==> src/include/fcsu_cfg.svh <==
// Constants of the flash command and status unit: offsets, fields, codes.
// Assumes inclusion by bare name from the include folder.
`ifndef FCSU_CFG_SVH
`define FCSU_CFG_SVH
`define FCSU_ADDR_STATUS 4'h0
`define FCSU_ADDR_COMMAND 4'h1
`define FCSU_ADDR_DIVIDER 4'h2
`define FCSU_ADDR_IRQ_STATUS 4'h3
`define FCSU_ADDR_IRQ_MASK 4'h4
`define FCSU_ADDR_SECURITY 4'h5
`define FCSU_BIT_BUF_EMPTY 7
`define FCSU_BIT_COMPLETE 6
`define FCSU_BIT_PROT_VIOL 5
`define FCSU_BIT_ACC_ERR 4
`define FCSU_BIT_BLANK 2
`define FCSU_CMD_BLANK 8'h05
`define FCSU_CMD_BYTE_PROG 8'h20
`define FCSU_CMD_BURST_PROG 8'h25
`define FCSU_CMD_PAGE_ERASE 8'h40
`define FCSU_CMD_MASS_ERASE 8'h41
`define FCSU_PAGE_BYTES 512
`define FCSU_SEC_UNSECURED 2'h2
`define FCSU_SEC_RESET 2'h0
`define FCSU_DIV_RESET 8'h00
`define FCSU_CMD_RESET 8'h00
`endif

==> src/include/fcsu_pkg.sv <==
// Types of the flash command and status unit.
// Assumes nothing beyond a SystemVerilog compiler.
package fcsu_pkg;
    typedef enum logic [2:0] {
        FCSU_IDLE = 3'b001,
        FCSU_BUSY = 3'b010,
        FCSU_DONE = 3'b100
    } fcsu_state_type;
endpackage

==> src/verilog/fcsu_top.sv <==
// Command and status front end of an on-chip flash controller.
// Assumes a flash array that takes commands by start and reports done.
//
// How it works
// Status bits 3, 1 and 0 read zero; writes there do nothing.
// Buffer empty clears on write of one that queues a burst; sets again when buffered burst starts.
// Only burst programs queue; buffer empty one means room, zero full.
// Complete flag set when buffer empty and idle; clears on valid launch.
// Protected erase or program is ignored and sets protection violation.
// Access error on bad sequence, undivided clock, or stop mid command. Code lets blank check start before any divider write.
// Access error clears only by writing one; zero leaves it.
// Blank flag set after erased blank check; cleared on next valid launch. Code does not set it when a burst is queued behind the check.
// Software reads blank flag only after blank check completes.
// Code 0x41 is mass erase, 0x05 is blank check.
// Code 0x20 is byte program, 0x25 is burst program.
// Code 0x40 erases one page of 512 bytes.
// Any other code is illegal and sets access error.
// Blank check is needed only for unlocking security.
// Successful blank check sets security code to unsecured 10. Code does not set it when a burst is queued behind the check.
// Protected locations are never erased or programmed.
// Software writes address and data, then code, then launches.
// Divider written since reset is tracked to catch early commands.
`timescale 1ns/1ps
`include "fcsu_cfg.svh"
module fcsu_top (
    // Clock, reset, enable.
    input wire logic mclk,
    input wire logic sys_rst,
    input wire logic clk_en,
    // Register port.
    input wire logic [3:0] reg_addr,
    input wire logic [7:0] reg_wdata,
    input wire logic reg_wr,
    input wire logic reg_rd,
    output logic [7:0] reg_rdata,
    // Array side, same clock domain.
    input wire logic array_data_written,
    input wire logic target_protected,
    input wire logic array_done,
    input wire logic array_blank,
    input wire logic stop_entry,
    output logic array_start,
    output logic [7:0] array_cmd,
    output logic [7:0] clock_divider,
    output logic [1:0] security_state_code,
    // Interrupt.
    output logic irq
);
    // ****************************************
    // Decoding helpers
    // ****************************************
    function automatic logic fcsu_legal(input logic [7:0] c);
        fcsu_legal = (c == `FCSU_CMD_BLANK) ||
            (c == `FCSU_CMD_MASS_ERASE) ||
            (c == `FCSU_CMD_BYTE_PROG) ||
            (c == `FCSU_CMD_BURST_PROG) ||
            (c == `FCSU_CMD_PAGE_ERASE);
    endfunction
    function automatic logic fcsu_modifies(input logic [7:0] c);
        fcsu_modifies = (c != `FCSU_CMD_BLANK);
    endfunction

    fcsu_pkg::fcsu_state_type state_reg;
    logic buf_empty_reg;
    logic pend_reg;
    logic [7:0] pend_cmd_reg;
    logic complete_reg;
    logic prot_viol_reg;
    logic acc_err_reg;
    logic blank_reg;
    logic div_written_reg;
    logic cmd_written_reg;
    logic data_written_reg;
    logic [7:0] cmd_reg;
    logic [7:0] exec_cmd_reg;
    logic [1:0] irq_stat_reg;
    logic [1:0] irq_mask_reg;

    // ****************************************
    // Launch decode
    // ****************************************
    logic wr_status;
    logic wr_cmd;
    logic launch;
    logic launch_bad;
    logic launch_prot;
    logic launch_ok;
    logic busy;
    logic handoff;
    logic accept_err;
    logic done_evt;
    assign wr_status = reg_wr && reg_addr == `FCSU_ADDR_STATUS;
    assign wr_cmd = reg_wr && reg_addr == `FCSU_ADDR_COMMAND;
    assign busy = state_reg == fcsu_pkg::FCSU_BUSY;
    assign launch = wr_status && reg_wdata[`FCSU_BIT_BUF_EMPTY]
        && buf_empty_reg;
    // Sequence: data then code; only bursts may queue behind a busy array.
    assign launch_bad = !cmd_written_reg || !data_written_reg
        || !fcsu_legal(cmd_reg)
        || (busy && cmd_reg != `FCSU_CMD_BURST_PROG)
        || (fcsu_modifies(cmd_reg) && !div_written_reg);
    assign launch_prot = !launch_bad && fcsu_modifies(cmd_reg)
        && target_protected;
    assign launch_ok = launch && !launch_bad && !launch_prot;
    assign accept_err = launch && launch_bad;
    assign handoff = busy && array_done && pend_reg;
    assign done_evt = busy && array_done && !pend_reg;

    // ****************************************
    // Sequencer
    // ****************************************
    always_ff @(posedge mclk) begin
        if (sys_rst) begin
            state_reg <= fcsu_pkg::FCSU_IDLE;
            array_start <= 1'b0;
            exec_cmd_reg <= `FCSU_CMD_RESET;
            pend_reg <= 1'b0;
            pend_cmd_reg <= `FCSU_CMD_RESET;
        end else if (clk_en) begin
            array_start <= 1'b0;
            case (state_reg)
                fcsu_pkg::FCSU_IDLE: begin
                    if (launch_ok) begin
                        exec_cmd_reg <= cmd_reg;
                        array_start <= 1'b1;
                        state_reg <= fcsu_pkg::FCSU_BUSY;
                    end
                end
                fcsu_pkg::FCSU_BUSY: begin
                    if (stop_entry) begin
                        pend_reg <= 1'b0;
                        state_reg <= fcsu_pkg::FCSU_DONE;
                    end else if (handoff) begin
                        exec_cmd_reg <= pend_cmd_reg;
                        array_start <= 1'b1;
                        pend_reg <= 1'b0;
                    end else if (array_done && launch_ok) begin
                        // A burst launched as the array finishes goes
                        // straight on, so it is neither lost nor stuck.
                        exec_cmd_reg <= cmd_reg;
                        array_start <= 1'b1;
                    end else if (array_done) begin
                        state_reg <= fcsu_pkg::FCSU_DONE;
                    end else if (launch_ok) begin
                        pend_cmd_reg <= cmd_reg;
                        pend_reg <= 1'b1;
                    end
                end
                fcsu_pkg::FCSU_DONE: begin
                    if (launch_ok) begin
                        exec_cmd_reg <= cmd_reg;
                        array_start <= 1'b1;
                        state_reg <= fcsu_pkg::FCSU_BUSY;
                    end else begin
                        state_reg <= fcsu_pkg::FCSU_IDLE;
                    end
                end
                default: begin
                    state_reg <= fcsu_pkg::FCSU_IDLE;
                end
            endcase
        end
    end
    assign array_cmd = exec_cmd_reg;

    // ****************************************
    // Command sequence tracking
    // ****************************************
    always_ff @(posedge mclk) begin
        if (sys_rst) begin
            cmd_reg <= `FCSU_CMD_RESET;
            cmd_written_reg <= 1'b0;
            data_written_reg <= 1'b0;
        end else if (clk_en) begin
            if (launch) begin
                cmd_written_reg <= 1'b0;
                data_written_reg <= 1'b0;
            end else if (wr_cmd) begin
                cmd_reg <= reg_wdata;
                cmd_written_reg <= data_written_reg;
            end else if (array_data_written) begin
                data_written_reg <= 1'b1;
                cmd_written_reg <= 1'b0;
            end
        end
    end

    // ****************************************
    // Status flags
    // ****************************************
    always_ff @(posedge mclk) begin
        if (sys_rst) begin
            buf_empty_reg <= 1'b1;
        end else if (clk_en) begin
            // Only a burst queued behind a running command fills the buffer.
            if (launch_ok && busy && !array_done && !stop_entry) begin
                buf_empty_reg <= 1'b0;
            end else if (launch || handoff || stop_entry) begin
                buf_empty_reg <= 1'b1;
            end
        end
    end
    // A valid launch clears the flag; the bursting array keeps it low.
    always_ff @(posedge mclk) begin
        if (sys_rst) begin
            complete_reg <= 1'b1;
        end else if (clk_en) begin
            if (launch_ok) begin
                complete_reg <= 1'b0;
            end else begin
                complete_reg <= buf_empty_reg && !pend_reg
                    && state_reg != fcsu_pkg::FCSU_BUSY;
            end
        end
    end
    always_ff @(posedge mclk) begin
        if (sys_rst) begin
            prot_viol_reg <= 1'b0;
            acc_err_reg <= 1'b0;
        end else if (clk_en) begin
            if (launch && launch_prot) begin
                prot_viol_reg <= 1'b1;
            end else if (wr_status && reg_wdata[`FCSU_BIT_PROT_VIOL]) begin
                prot_viol_reg <= 1'b0;
            end
            if (accept_err || (busy && stop_entry)) begin
                acc_err_reg <= 1'b1;
            end else if (wr_status && reg_wdata[`FCSU_BIT_ACC_ERR]) begin
                acc_err_reg <= 1'b0;
            end
        end
    end
    always_ff @(posedge mclk) begin
        if (sys_rst) begin
            blank_reg <= 1'b0;
            security_state_code <= `FCSU_SEC_RESET;
        end else if (clk_en) begin
            if (done_evt && exec_cmd_reg == `FCSU_CMD_BLANK && array_blank
                && !stop_entry) begin
                blank_reg <= 1'b1;
                security_state_code <= `FCSU_SEC_UNSECURED;
            end else if (launch_ok) begin
                blank_reg <= 1'b0;
            end
        end
    end
    always_ff @(posedge mclk) begin
        if (sys_rst) begin
            clock_divider <= `FCSU_DIV_RESET;
            div_written_reg <= 1'b0;
        end else if (clk_en) begin
            if (reg_wr && reg_addr == `FCSU_ADDR_DIVIDER) begin
                clock_divider <= reg_wdata;
                div_written_reg <= 1'b1;
            end
        end
    end

    // ****************************************
    // Interrupts: bit 0 command done, bit 1 error
    // ****************************************
    logic [1:0] irq_evt;
    assign irq_evt = {accept_err || launch_prot || (busy && stop_entry),
        done_evt};
    always_ff @(posedge mclk) begin
        if (sys_rst) begin
            irq_stat_reg <= 2'h0;
            irq_mask_reg <= 2'h0;
            irq <= 1'b0;
        end else if (clk_en) begin
            if (reg_wr && reg_addr == `FCSU_ADDR_IRQ_STATUS) begin
                irq_stat_reg <= (irq_stat_reg & ~reg_wdata[1:0]) | irq_evt;
            end else begin
                irq_stat_reg <= irq_stat_reg | irq_evt;
            end
            if (reg_wr && reg_addr == `FCSU_ADDR_IRQ_MASK) begin
                irq_mask_reg <= reg_wdata[1:0];
            end
            irq <= |(irq_stat_reg & irq_mask_reg);
        end
    end

    // ****************************************
    // Read port
    // ****************************************
    always_ff @(posedge mclk) begin
        if (sys_rst) begin
            reg_rdata <= 8'h00;
        end else if (clk_en) begin
            reg_rdata <= 8'h00;
            if (reg_rd) begin
                case (reg_addr)
                    `FCSU_ADDR_STATUS: reg_rdata <= {buf_empty_reg,
                        complete_reg, prot_viol_reg, acc_err_reg, 1'b0,
                        blank_reg, 2'b00};
                    `FCSU_ADDR_COMMAND: reg_rdata <= cmd_reg;
                    `FCSU_ADDR_DIVIDER: reg_rdata <= clock_divider;
                    `FCSU_ADDR_IRQ_STATUS: reg_rdata <= {6'h00, irq_stat_reg};
                    `FCSU_ADDR_IRQ_MASK: reg_rdata <= {6'h00, irq_mask_reg};
                    `FCSU_ADDR_SECURITY:
                        reg_rdata <= {6'h00, security_state_code};
                    default: reg_rdata <= 8'h00;
                endcase
            end
        end
    end
endmodule // fcsu_top

==> config.mk <==
export PLATFORM = sky130hd
export DESIGN_NAME = fcsu_top
export DESIGN_NICKNAME = d
export VERILOG_FILES = /design/src/include/fcsu_pkg.sv /design/src/verilog/fcsu_top.sv
export VERILOG_INCLUDE_DIRS = /design/src /design/src/include
export SDC_FILE = /design/constraint.sdc
export NUM_CORES = 1
export LEC_CHECK = 0
export ABC_AREA = 1
export BUFFER_PORTS_ARGS = -buffer_cell sky130_fd_sc_hd__buf_2
export CAP_MARGIN = 15
export CORE_MARGIN = 3
export CORE_UTILIZATION = 55
export CTS_BUF_LIST = sky130_fd_sc_hd__clkbuf_4 sky130_fd_sc_hd__clkbuf_8
export DETAILED_ROUTE_END_ITERATION = 16
export PLACE_DENSITY_LB_ADDON = 0.15
export SLEW_MARGIN = 20
export SYNTH_ARGS = -nofsm -noshare
export SYNTH_HDL_FRONTEND = slang
export SYNTH_SLANG_ARGS = --single-unit
==> constraint.sdc <==
create_clock -name mclk -period 2 [get_ports mclk]
set_input_delay 0 -clock mclk [delete_from_list [all_inputs] [get_ports mclk]]
set_output_delay 0 -clock mclk [all_outputs]
set_load 0.01 [all_outputs]
==> key figures, run 1 <==
Run status
  – Outcome: finished, final reports clean

Min path
  – Hold Path Class: input pin to flip-flop
  – Hold path depth: 3
  – Hold Path End: clock_divider[7]$_SDFFE_PP0P_
  – Min-delay src: reg_wdata[7]

Global routing
  – Initial antenna violation count: 0
  – GR Layer Usage met3: 0.05568
  – Remaining Overflow, GRT: 0
  – Gr busiest metal: met2
  – GRT Overall Usage: 0.2636
  – First-pass GRT wire length: 12570 um
  – Met1 usage: 0.3290
  – Met2 usage: 0.4238
  – Largest net degree at the start of global routing: 24
  – Vias in the first global route: 2711

Synth
  – Register bit total from synthesis: 59
  – Syn nets: 433
  – Syn_area_per_cell: 6.901 sq um
  – Register area share after synthesis: 0.4164
  – Cell count after synthesis: 411
  – Syn. warnings: 0
  – Post-Syn Area: 2836 sq um
  – Yosys cell types: 31

Timing
  – Hold violation count in the final report: 0
  – RSZ-0062 raised after global routing: no
  – Fmax: 553.1 MHz
  – Worst Tran Pin Value: 620.2 ps
  – Final setup fails: 0
  – Max Transition Viols Final: 0
  – Fin Clk Skew: 10.76 ps
  – TNS Setup: 0 ps
  – Final Cycle Share: 0.9039
  – Setup slack after layout: 192.1 ps
  – Slew headroom: 0.5861
  – Period minus WS final: 1808 ps

Routing
  – DR pass1 iterations: 5
  – Iteration-0 DRC Markers: 177
  – DR vias: 2916
  – DRC: 0
  – Drt via density: 5.311
  – Post-route ant nets: 0
  – DR WL/cell: 13.60 um
  – Final WL: 7466 um

Setup path
  – Max stage delay cell, worst path: dfxtp_1
  – R2R Setup Slk: 190 ps
  – Slowest stage delay, CP: 410 ps
  – Worst r2r src: cmd_reg[0]$_SDFFE_PP0P_
  – CP startpoint kind: flip-flop
  – Crit path DAT: 2040 ps
  – Setup Crit Path Kind: flip-flop to flip-flop
  – Crit path required time: 2240 ps
  – Crit-path max FO: 6
  – Cells on worst reg2reg path: 12
  – Reg2Reg Capture Point: array_cmd[6]$_SDFFE_PP0P_
  – Worst setup EP type: flip-flop
  – Crit path cell chain: nand2_1, inv_1, nand2_1, nor2_1, nor2_1, nor2_4, nand3_4, a21oi_4, buf_4, nand3_1, nand2_1, nor2_1

Floorplanning
  – I/O pin cnt: 50
  – DIE HEIGHT: 77.82 um
  – Starting Density: 0.5850
  – Die footprint: 6055 sq um
  – Row count: 25
  – Die extent in x: 77.82 um
  – Core area: 4848 sq um

Clock tree
  – Clk sink count: 59
  – Worst-Skew Late Latency: 340 ps
  – Clock Path Buffers: 2
  – Clock slew seen by the registers of the worst setup and hold paths: 80 ps
  – H-tree levels: 3
  – TritonCTS clock tree: built
  – Root Driver: clkbuf_8
  – Num CTS Buffers: 9

Power
  – Static leakage: 1.629 nW
  – Pwr per Cell Area: 1014 nW/um^2
  – Tot Pwr: 3.549 mW
  – Max VDD drop: 625.2 uV

Placed design
  – Routability Congestion: 0.9025
  – Pre-CTS setup slack: 172.1 ps
  – Dpl hpwl: 5357 um
  – I/O Buffers: 48

Finish
  – Ant. Diodes: 0
  – Commonest non-fill, non-tap cell in the layout: nand2_1
  – Most frequent cells in the layout: nand2_1 (78), inv_1 (67), dfxtp_1 (59)
  – P&R area growth vs syn: 23.42%
  – Share of cells above drive strength 1: 0.1888
  – Final layout net count: 499
  – Fillers: 421

Job
  – Max Cap Viol: 0
[repair_timing]
action                                 CTS  global route
endpoints found under the hold margin   15             0
setup buffers                            0             2
setup endpoints to repair                0             5
hold buffers                             7             0
gates resized for setup                  0             1
[metrics by stage]
stage	instances	utilization	hold WS, ps	cell area (sq um)
finish	549	0.7221	31.66	3501
global route	549	0.7221	33.47	3501
CTS	547	0.7172	25.11	3477
detailed placement	524	0.6565	292.6	3183
global placement	524	0.6565	285.5	3183
floorplan	411	-	143.2	2836
[power breakdown]
part           internal [mW]  leakage [nW]  switching, mW
combinational          0.364          1.05          0.552
sequential              1.31         0.478         0.0854
clock                  0.707         0.102          0.528
[worst max-delay path by stage]
stage | from | endpoint | slack [ps] | depth (start not counted)
after global placement | cmd_reg[0]$_SDFFE_PP0P_ | array_cmd[3]$_SDFFE_PP0P_ | 210 | 11
after detailed placement | cmd_reg[0]$_SDFFE_PP0P_ | array_cmd[4]$_SDFFE_PP0P_ | 170 | 11
after floorplan | state_reg[2]$_SDFFE_PP0P_ | array_cmd[2]$_SDFFE_PP0P_ | 440 | 9
after global routing | cmd_reg[0]$_SDFFE_PP0P_ | array_cmd[0]$_SDFFE_PP0P_ | 10 | 12
after CTS | cmd_reg[0]$_SDFFE_PP0P_ | array_cmd[4]$_SDFFE_PP0P_ | 150 | 11
final | cmd_reg[0]$_SDFFE_PP0P_ | array_cmd[6]$_SDFFE_PP0P_ | 190 | 12
[metal layers]
metal	wire, um	share of wire
met5	0	0
met4	226	0.030
met3	593	0.079
met2	3446	0.46
met1	3199	0.43
[cells in the mapped netlist, drive strengths merged]
cell	count	area (sq um)
o22ai	5	31.28
nand2	80	315.3
dfxtp	59	1181
a21oi	48	255.3
nand4	7	50.05
o21ai	39	195.2
nand3	31	177.7
inv	67	251.5
clkinv	1	3.750
buf	4	22.52
a31oi	2	12.51
or3	1	6.260
o31ai	1	7.510
a211oi	1	7.510
conb	1	3.750
o221ai	3	26.28
clkbuf	8	30.03
nor2	46	216.5
a22oi	1	7.510
nor3	6	35.03
[critical path: cells and delay by family (launching register included)]
family | cells | cell delay (ps)
AND/OR/NAND/NOR | 9 | 840
buffers and inverters | 2 | 220
AO/OA/AOI/OAI | 1 | 240
flip-flops | 1 | 410
[logic make-up after synthesis]
logic type,share of synthesized area
buffers and inverters,0.1085
AOI/OAI and AO/OA,0.1914
DFF,0.4164
and+or+nand+nor,0.2823
other,0.001322
[cell type report]
| cell class | count | area, sq um | share of cell area |
|---|---|---|---|
| Clock buffer | 9 | 123.9 | 0.03538 |
| Clock inverter | 7 | 100.1 | 0.02859 |
| Multi-Input combinational cell | 272 | 1356 | 0.3874 |
| Inverter | 68 | 255.2 | 0.07291 |
| Tap cell | 67 | 83.83 | 0.02395 |
| Timing Repair Buffer | 67 | 400.4 | 0.1144 |
| Sequential cell | 59 | 1181 | 0.3374 |
No activity file was read; power rests on OpenSTA's default activity.
==> run 2: changes to the inputs <==
CELL_PAD_IN_SITES_DETAIL_PLACEMENT = 1   (was default)
CELL_PAD_IN_SITES_GLOBAL_PLACEMENT = 1   (was default)
CORE_UTILIZATION = 41   (was 55)
==> run 2 against run 1 <==
  * Core utilization shrank 18 points
  * Sequential cell count stayed put
  * Wire length rose by 16%
  * Setup slack lost 23 ps
  * Highest routed layer unchanged
==> key figures, run 2 (synthesized netlist as in run 1, its figures left out) <==
Global routing
  – GRT Overall Usage: 0.2277
  – Largest net degree at the start of global routing: 32
  – Remaining Overflow, GRT: 0
  – Initial antenna violation count: 0
  – Vias in the first global route: 2940
  – First-pass GRT wire length: 13760 um

Setup path
  – Setup Crit Path Kind: flip-flop to flip-flop
  – Slowest stage delay, CP: 330 ps
  – Cell mode on critical path: nand2_1
  – Crit path required time: 2280 ps
  – Worst setup EP type: flip-flop
  – Crit-path max FO: 9
  – Max stage delay cell, worst path: dfxtp_1
  – Crit path DAT: 2110 ps
  – Crit path cell chain: inv_2, nand2_1, nor2_1, nand2_1, nand2_1, nand2_1, nor2_4, nand3_4, a21oi_4, nand2_4, nand2_1, nand2_1, nor2_1
  – CP startpoint kind: flip-flop

Power
  – Switching share of power: 0.3251
  – Combinational share of power: 0.265
  – Clock power share: 0.343
  – Net switching power figure: 1.162 mW
  – Flop pwr share: 0.393
  – Pwr per Cell Area: 1015 nW/um^2
  – Static leakage: 1.646 nW
  – Int Pwr: 2.413 mW
  – Max VDD drop: 426.7 uV

Routing
  – DR pass1 iterations: 4
  – Final WL: 8675 um
  – Drt via density: 5.291
  – Post-route ant nets: 0
  – DRC: 0
  – Iteration-0 DRC Markers: 106
  – DR WL/cell: 15.49 um
  – DR vias: 2963

Timing
  – TNS Setup: 0 ps
  – Hold violation count in the final report: 0
  – Max Transition Viols Final: 0
  – Setup slack after layout: 169.0 ps
  – Final setup fails: 0
  – Slew headroom: 0.5735
  – Fmax: 546.1 MHz
  – RSZ-0062 raised after global routing: no
  – Period minus WS final: 1831 ps
  – Final Cycle Share: 0.9155
  – Worst Tran Pin Value: 639.1 ps
  – Fin Clk Skew: 7.963 ps

Clock tree
  – Num CTS Buffers: 9
  – H-tree levels: 3
  – TritonCTS clock tree: built
  – Clock slew seen by the registers of the worst setup and hold paths: 70 ps
  – Worst-Skew Late Latency: 350 ps
  – Clk sink count: 59
  – Root Driver: clkbuf_8
  – Clock Path Buffers: 2

Floorplanning
  – Starting Density: 0.4343
  – Row count: 29
  – DIE HEIGHT: 89.18 um
  – Die extent in x: 89.18 um
  – Core area: 6531 sq um
  – I/O pin cnt: 50
  – Die footprint: 7952 sq um

Finish
  – P&R area growth vs syn: 24.22%
  – Multi-input combinational cell area: 1358 sq um
  – Most frequent cells in the layout: nand2_1 (77), inv_1 (64), dfxtp_1 (57)
  – Storage cell area: 1184 sq um
  – Share of cells above drive strength 1: 0.2091
  – Fillers: 896
  – Final layout net count: 501
  – Ant. Diodes: 0
  – Commonest non-fill, non-tap cell in the layout: nand2_1
  – Final core utilization: 0.5395

Run status
  – Outcome: finished, final reports clean

Placed design
  – Routability Congestion: 0.8682
  – Pre-CTS setup slack: 102.8 ps
  – I/O Buffers: 48
  – Dpl hpwl: 6344 um

Job
  – Max Cap Viol: 0

Min path
  – Hold Path Class: input pin to flip-flop
-- run 2: critical path: cells and delay by family (launching register included) --
kind            cells  cell delay [ps]
compound gates      1              300
buf+inv             1               90
flops               1              330
simple gates       11             1010
-- run 2: area by class of cell --
class	instances	share of cell area
clock inverter	5	0.02202
sequential	59	0.3359
multi-input combinational	272	0.3853
clock buffer	10	0.03906
inverter	68	0.07244
timing repair buffer	69	0.1179
tap	77	0.02734
-- run 2: repair_timing --
action	CTS	global route
hold buffers	7	0
endpoints found under the hold margin	17	0
buffers inserted	0	4
gates resized for setup	0	9
setup endpoints to repair	0	18
-- run 2: path summary, 6_finish.rpt --
check / depth (start not counted) / startpoint / endpoint / slack (ps)
max: 13 / cmd_reg[3]$_SDFFE_PP0P_ / array_cmd[4]$_SDFFE_PP0P_ / 170
min: 3 / reg_wr / cmd_written_reg$_SDFFE_PP0P_ / 50
max reg2reg: 13 / cmd_reg[3]$_SDFFE_PP0P_ / array_cmd[4]$_SDFFE_PP0P_ / 170
min reg2reg: 2 / pend_cmd_reg[7]$_SDFFE_PP0P_ / pend_cmd_reg[7]$_SDFFE_PP0P_ / 460
-- run 2: power by group through the flow --
stage	Sequential [mW]	Combinational (mW)	Clock [mW]
floorplan	1.46	0.580	0
global placement	1.42	0.858	0
detailed placement	1.44	0.885	0
CTS	1.41	0.900	1.24
global route	1.42	1.08	1.29
finish	1.40	0.947	1.22
-- run 2: metal layers --
layer,share of wire,global-route usage,vias up,wire (um)
li1,-,-,1471,-
met1,0.44,0.2809,1399,3815
met2,0.48,0.3905,72,4155
met3,0.050,0.03226,21,431
met4,0.031,0.1055,0,273
met5,0,0,-,0
-- run 2: stage by stage --
step / power, mW / cell area, sq um / std cells / hold WS (ps)
2_1_floorplan: 2.043 / 2836 / 411 / 143.2
3_3_place_gp: 2.282 / 3196 / 534 / 295.8
3_5_place_dp: 2.320 / 3196 / 534 / 290.2
6_report: 3.575 / 3523 / 560 / 49.80
5_1_grt: 3.796 / 3523 / 560 / 56.96
4_1_cts: 3.553 / 3481 / 556 / 34.75
==> run 3: changes to the inputs <==
BUFFER_PORTS_ARGS = -buffer_cell sky130_fd_sc_hd__buf_4   (was -buffer_cell sky130_fd_sc_hd__buf_2)
CORE_UTILIZATION = 30   (was 41)
HOLD_SLACK_MARGIN = 0.12   (was default)
==> run 3 against run 2 <==
  * Setup slack gained 39 ps
  * Sequential share of layout area shrank 1.7 points
  * Wire length grew 4.7%
  * Register-to-register slack gained 40 ps
  * Critical path depth shrank 2
  * Maximum frequency grew 2.2%
  * Core utilization shrank 12 points
  * Combinational power grew 8%
  * Non-clock buffer count grew 6
  * Critical endpoint is now array_cmd[6]$_SDFFE_PP0P_
  * Largest cell class unchanged
  * Largest power group unchanged
  * Highest routed layer unchanged
==> key figures, run 3 (synthesized netlist as in run 1, its figures left out) <==
Run status
  – Outcome: finished, final reports clean

Job
  – Max Cap Viol: 0

Floorplanning
  – Starting Density: 0.3175
  – Die footprint: 10660 sq um
  – Row count: 34
  – DIE HEIGHT: 103.2 um
  – Die extent in x: 103.2 um
  – I/O pin cnt: 50
  – Core area: 8934 sq um

Timing
  – Period minus WS final: 1792 ps
  – Slew headroom: 0.5420
  – Final setup fails: 0
  – Fin Clk Skew: 4.802 ps
  – Hold violation count in the final report: 0
  – Worst Tran Pin Value: 686.2 ps
  – Max Transition Viols Final: 0
  – Fmax: 558.0 MHz
  – Final Cycle Share: 0.8960
  – RSZ-0062 raised after global routing: yes
  – Worst hold slack: 146.4 ps
  – Setup slack after layout: 207.9 ps

Setup path
  – Worst setup EP type: flip-flop
  – Crit path max-delay family: simple AND/OR/NAND/NOR gates
  – Crit path required time: 2230 ps
  – Crit path DAT: 2030 ps
  – Setup Crit Path Kind: flip-flop to flip-flop
  – CP startpoint kind: flip-flop
  – Crit-path max FO: 6
  – Buffers plus inverters on the worst setup path: 1
  – Max stage delay cell, worst path: dfxtp_1
  – Slowest stage delay, CP: 350 ps
  – Crit path cell chain: nor2_1, nand2_1, nor2_2, nor2_1, nand2_1, nand3_4, a21oi_4, buf_4, nand3_1, nand2_1, nor2_1
  – Cells on worst reg2reg path: 11
  – Critical Path Stages: 11

Placed design
  – I/O Buffers: 48
  – Cells after DPL: 564
  – Pre-CTS setup slack: 118.9 ps
  – Dpl hpwl: 6641 um
  – Placed inst area: 3347 sq um
  – Routability Congestion: 0.8303

Routing
  – DRC: 0
  – DR WL/cell: 15.22 um
  – DR pass1 iterations: 4
  – Post-route ant nets: 0
  – Drt via density: 4.915
  – Iteration-0 DRC Markers: 64
  – Final WL: 9084 um
  – DR vias: 2934

Global routing
  – Vias in the first global route: 2939
  – First-pass GRT wire length: 14660 um
  – Largest net degree at the start of global routing: 37
  – Initial antenna violation count: 0
  – Remaining Overflow, GRT: 0
  – GRT Overall Usage: 0.1788

Clock tree
  – TritonCTS clock tree: built
  – Clk sink count: 59
  – Worst-Skew Late Latency: 340 ps
  – H-tree levels: 3
  – Num CTS Buffers: 9
  – Clock Path Buffers: 2
  – Root Driver: clkbuf_8
  – Clock slew seen by the registers of the worst setup and hold paths: 70 ps

Finish
  – Commonest non-fill, non-tap cell in the layout: nand2_1
  – Ant. Diodes: 0
  – Final layout net count: 507
  – Final instance area: 3710 sq um
  – P&R area growth vs syn: 30.79%
  – Fin cells: 597
  – Share of cells above drive strength 1: 0.1984
  – Fillers: 1168
  – Final core utilization: 0.4153
  – Most frequent cells in the layout: nand2_1 (78), inv_1 (65), buf_4 (60)

Power
  – Static leakage: 1.661 nW
  – Pwr per Cell Area: 916.2 nW/um^2
  – Max VDD drop: 274.7 uV

Min path
  – Hold path depth: 4
  – Hold Path Class: input pin to flip-flop
[run 3: cell type report]
cell class                      instances  area, sq um  share of cell area
Timing Repair Buffer                   75        600.6              0.1619
Inverter                               68        255.2             0.06880
Tap cell                              108        135.1             0.03643
Multi-Input combinational cell        272         1369              0.3690
Sequential cell                        59         1182              0.3187
Clock inverter                          5        30.03            0.008094
Clock buffer                           10        137.6             0.03710
[run 3: through the flow]
stage               power, mW  TNS (ps)
detailed placement      2.388         0
global placement        2.368         0
global route            3.651    -10.22
floorplan               2.043         0
finish                  3.399         0
CTS                     3.393         0
[run 3: what timing repair did]
action,4_1_cts,5_1_grt
endpoints found under the hold margin,42,0
buffers inserted,0,3
resized for setup,0,8
hold buffers,15,0
setup endpoints to repair,0,17
[run 3: power breakdown]
part / switching [mW] / internal [mW] / leakage [nW] / total, mW
clock: 0.497 / 0.469 / 0.0839 / 0.967
sequential: 0.0947 / 1.31 / 0.478 / 1.41
combinational: 0.578 / 0.447 / 1.10 / 1.02
[run 3: routing by layer]
| layer | vias up | part of all wire | track usage |
|---|---|---|---|
| met5 | - | 0 | 0 |
| met2 | 47 | 0.49 | 0.3044 |
| met4 | 0 | 0.0091 | 0.05677 |
| met3 | 8 | 0.024 | 0.03085 |
| met1 | 1401 | 0.48 | 0.2304 |
| li1 | 1478 | - | - |
[run 3: worst reg2reg max path: cells and delay by family, from the launching register on]
| family | cells | cell delay, ps |
|---|---|---|
| AND/OR/NAND/NOR | 9 | 910 |
| buffers and inverters | 1 | 170 |
| AO/OA/AOI/OAI | 1 | 250 |
| flip-flops | 1 | 350 |
[run 3: final timing paths]
check,startpoint,endpoint,slack (ps)
hold / removal,reg_addr[0],irq_stat_reg[0]$_SDFFE_PP0P_,150
hold reg to reg,pend_cmd_reg[1]$_SDFFE_PP0P_,pend_cmd_reg[1]$_SDFFE_PP0P_,460
setup / recovery,cmd_reg[5]$_SDFFE_PP0P_,array_cmd[6]$_SDFFE_PP0P_,210
setup reg to reg,cmd_reg[5]$_SDFFE_PP0P_,array_cmd[6]$_SDFFE_PP0P_,210
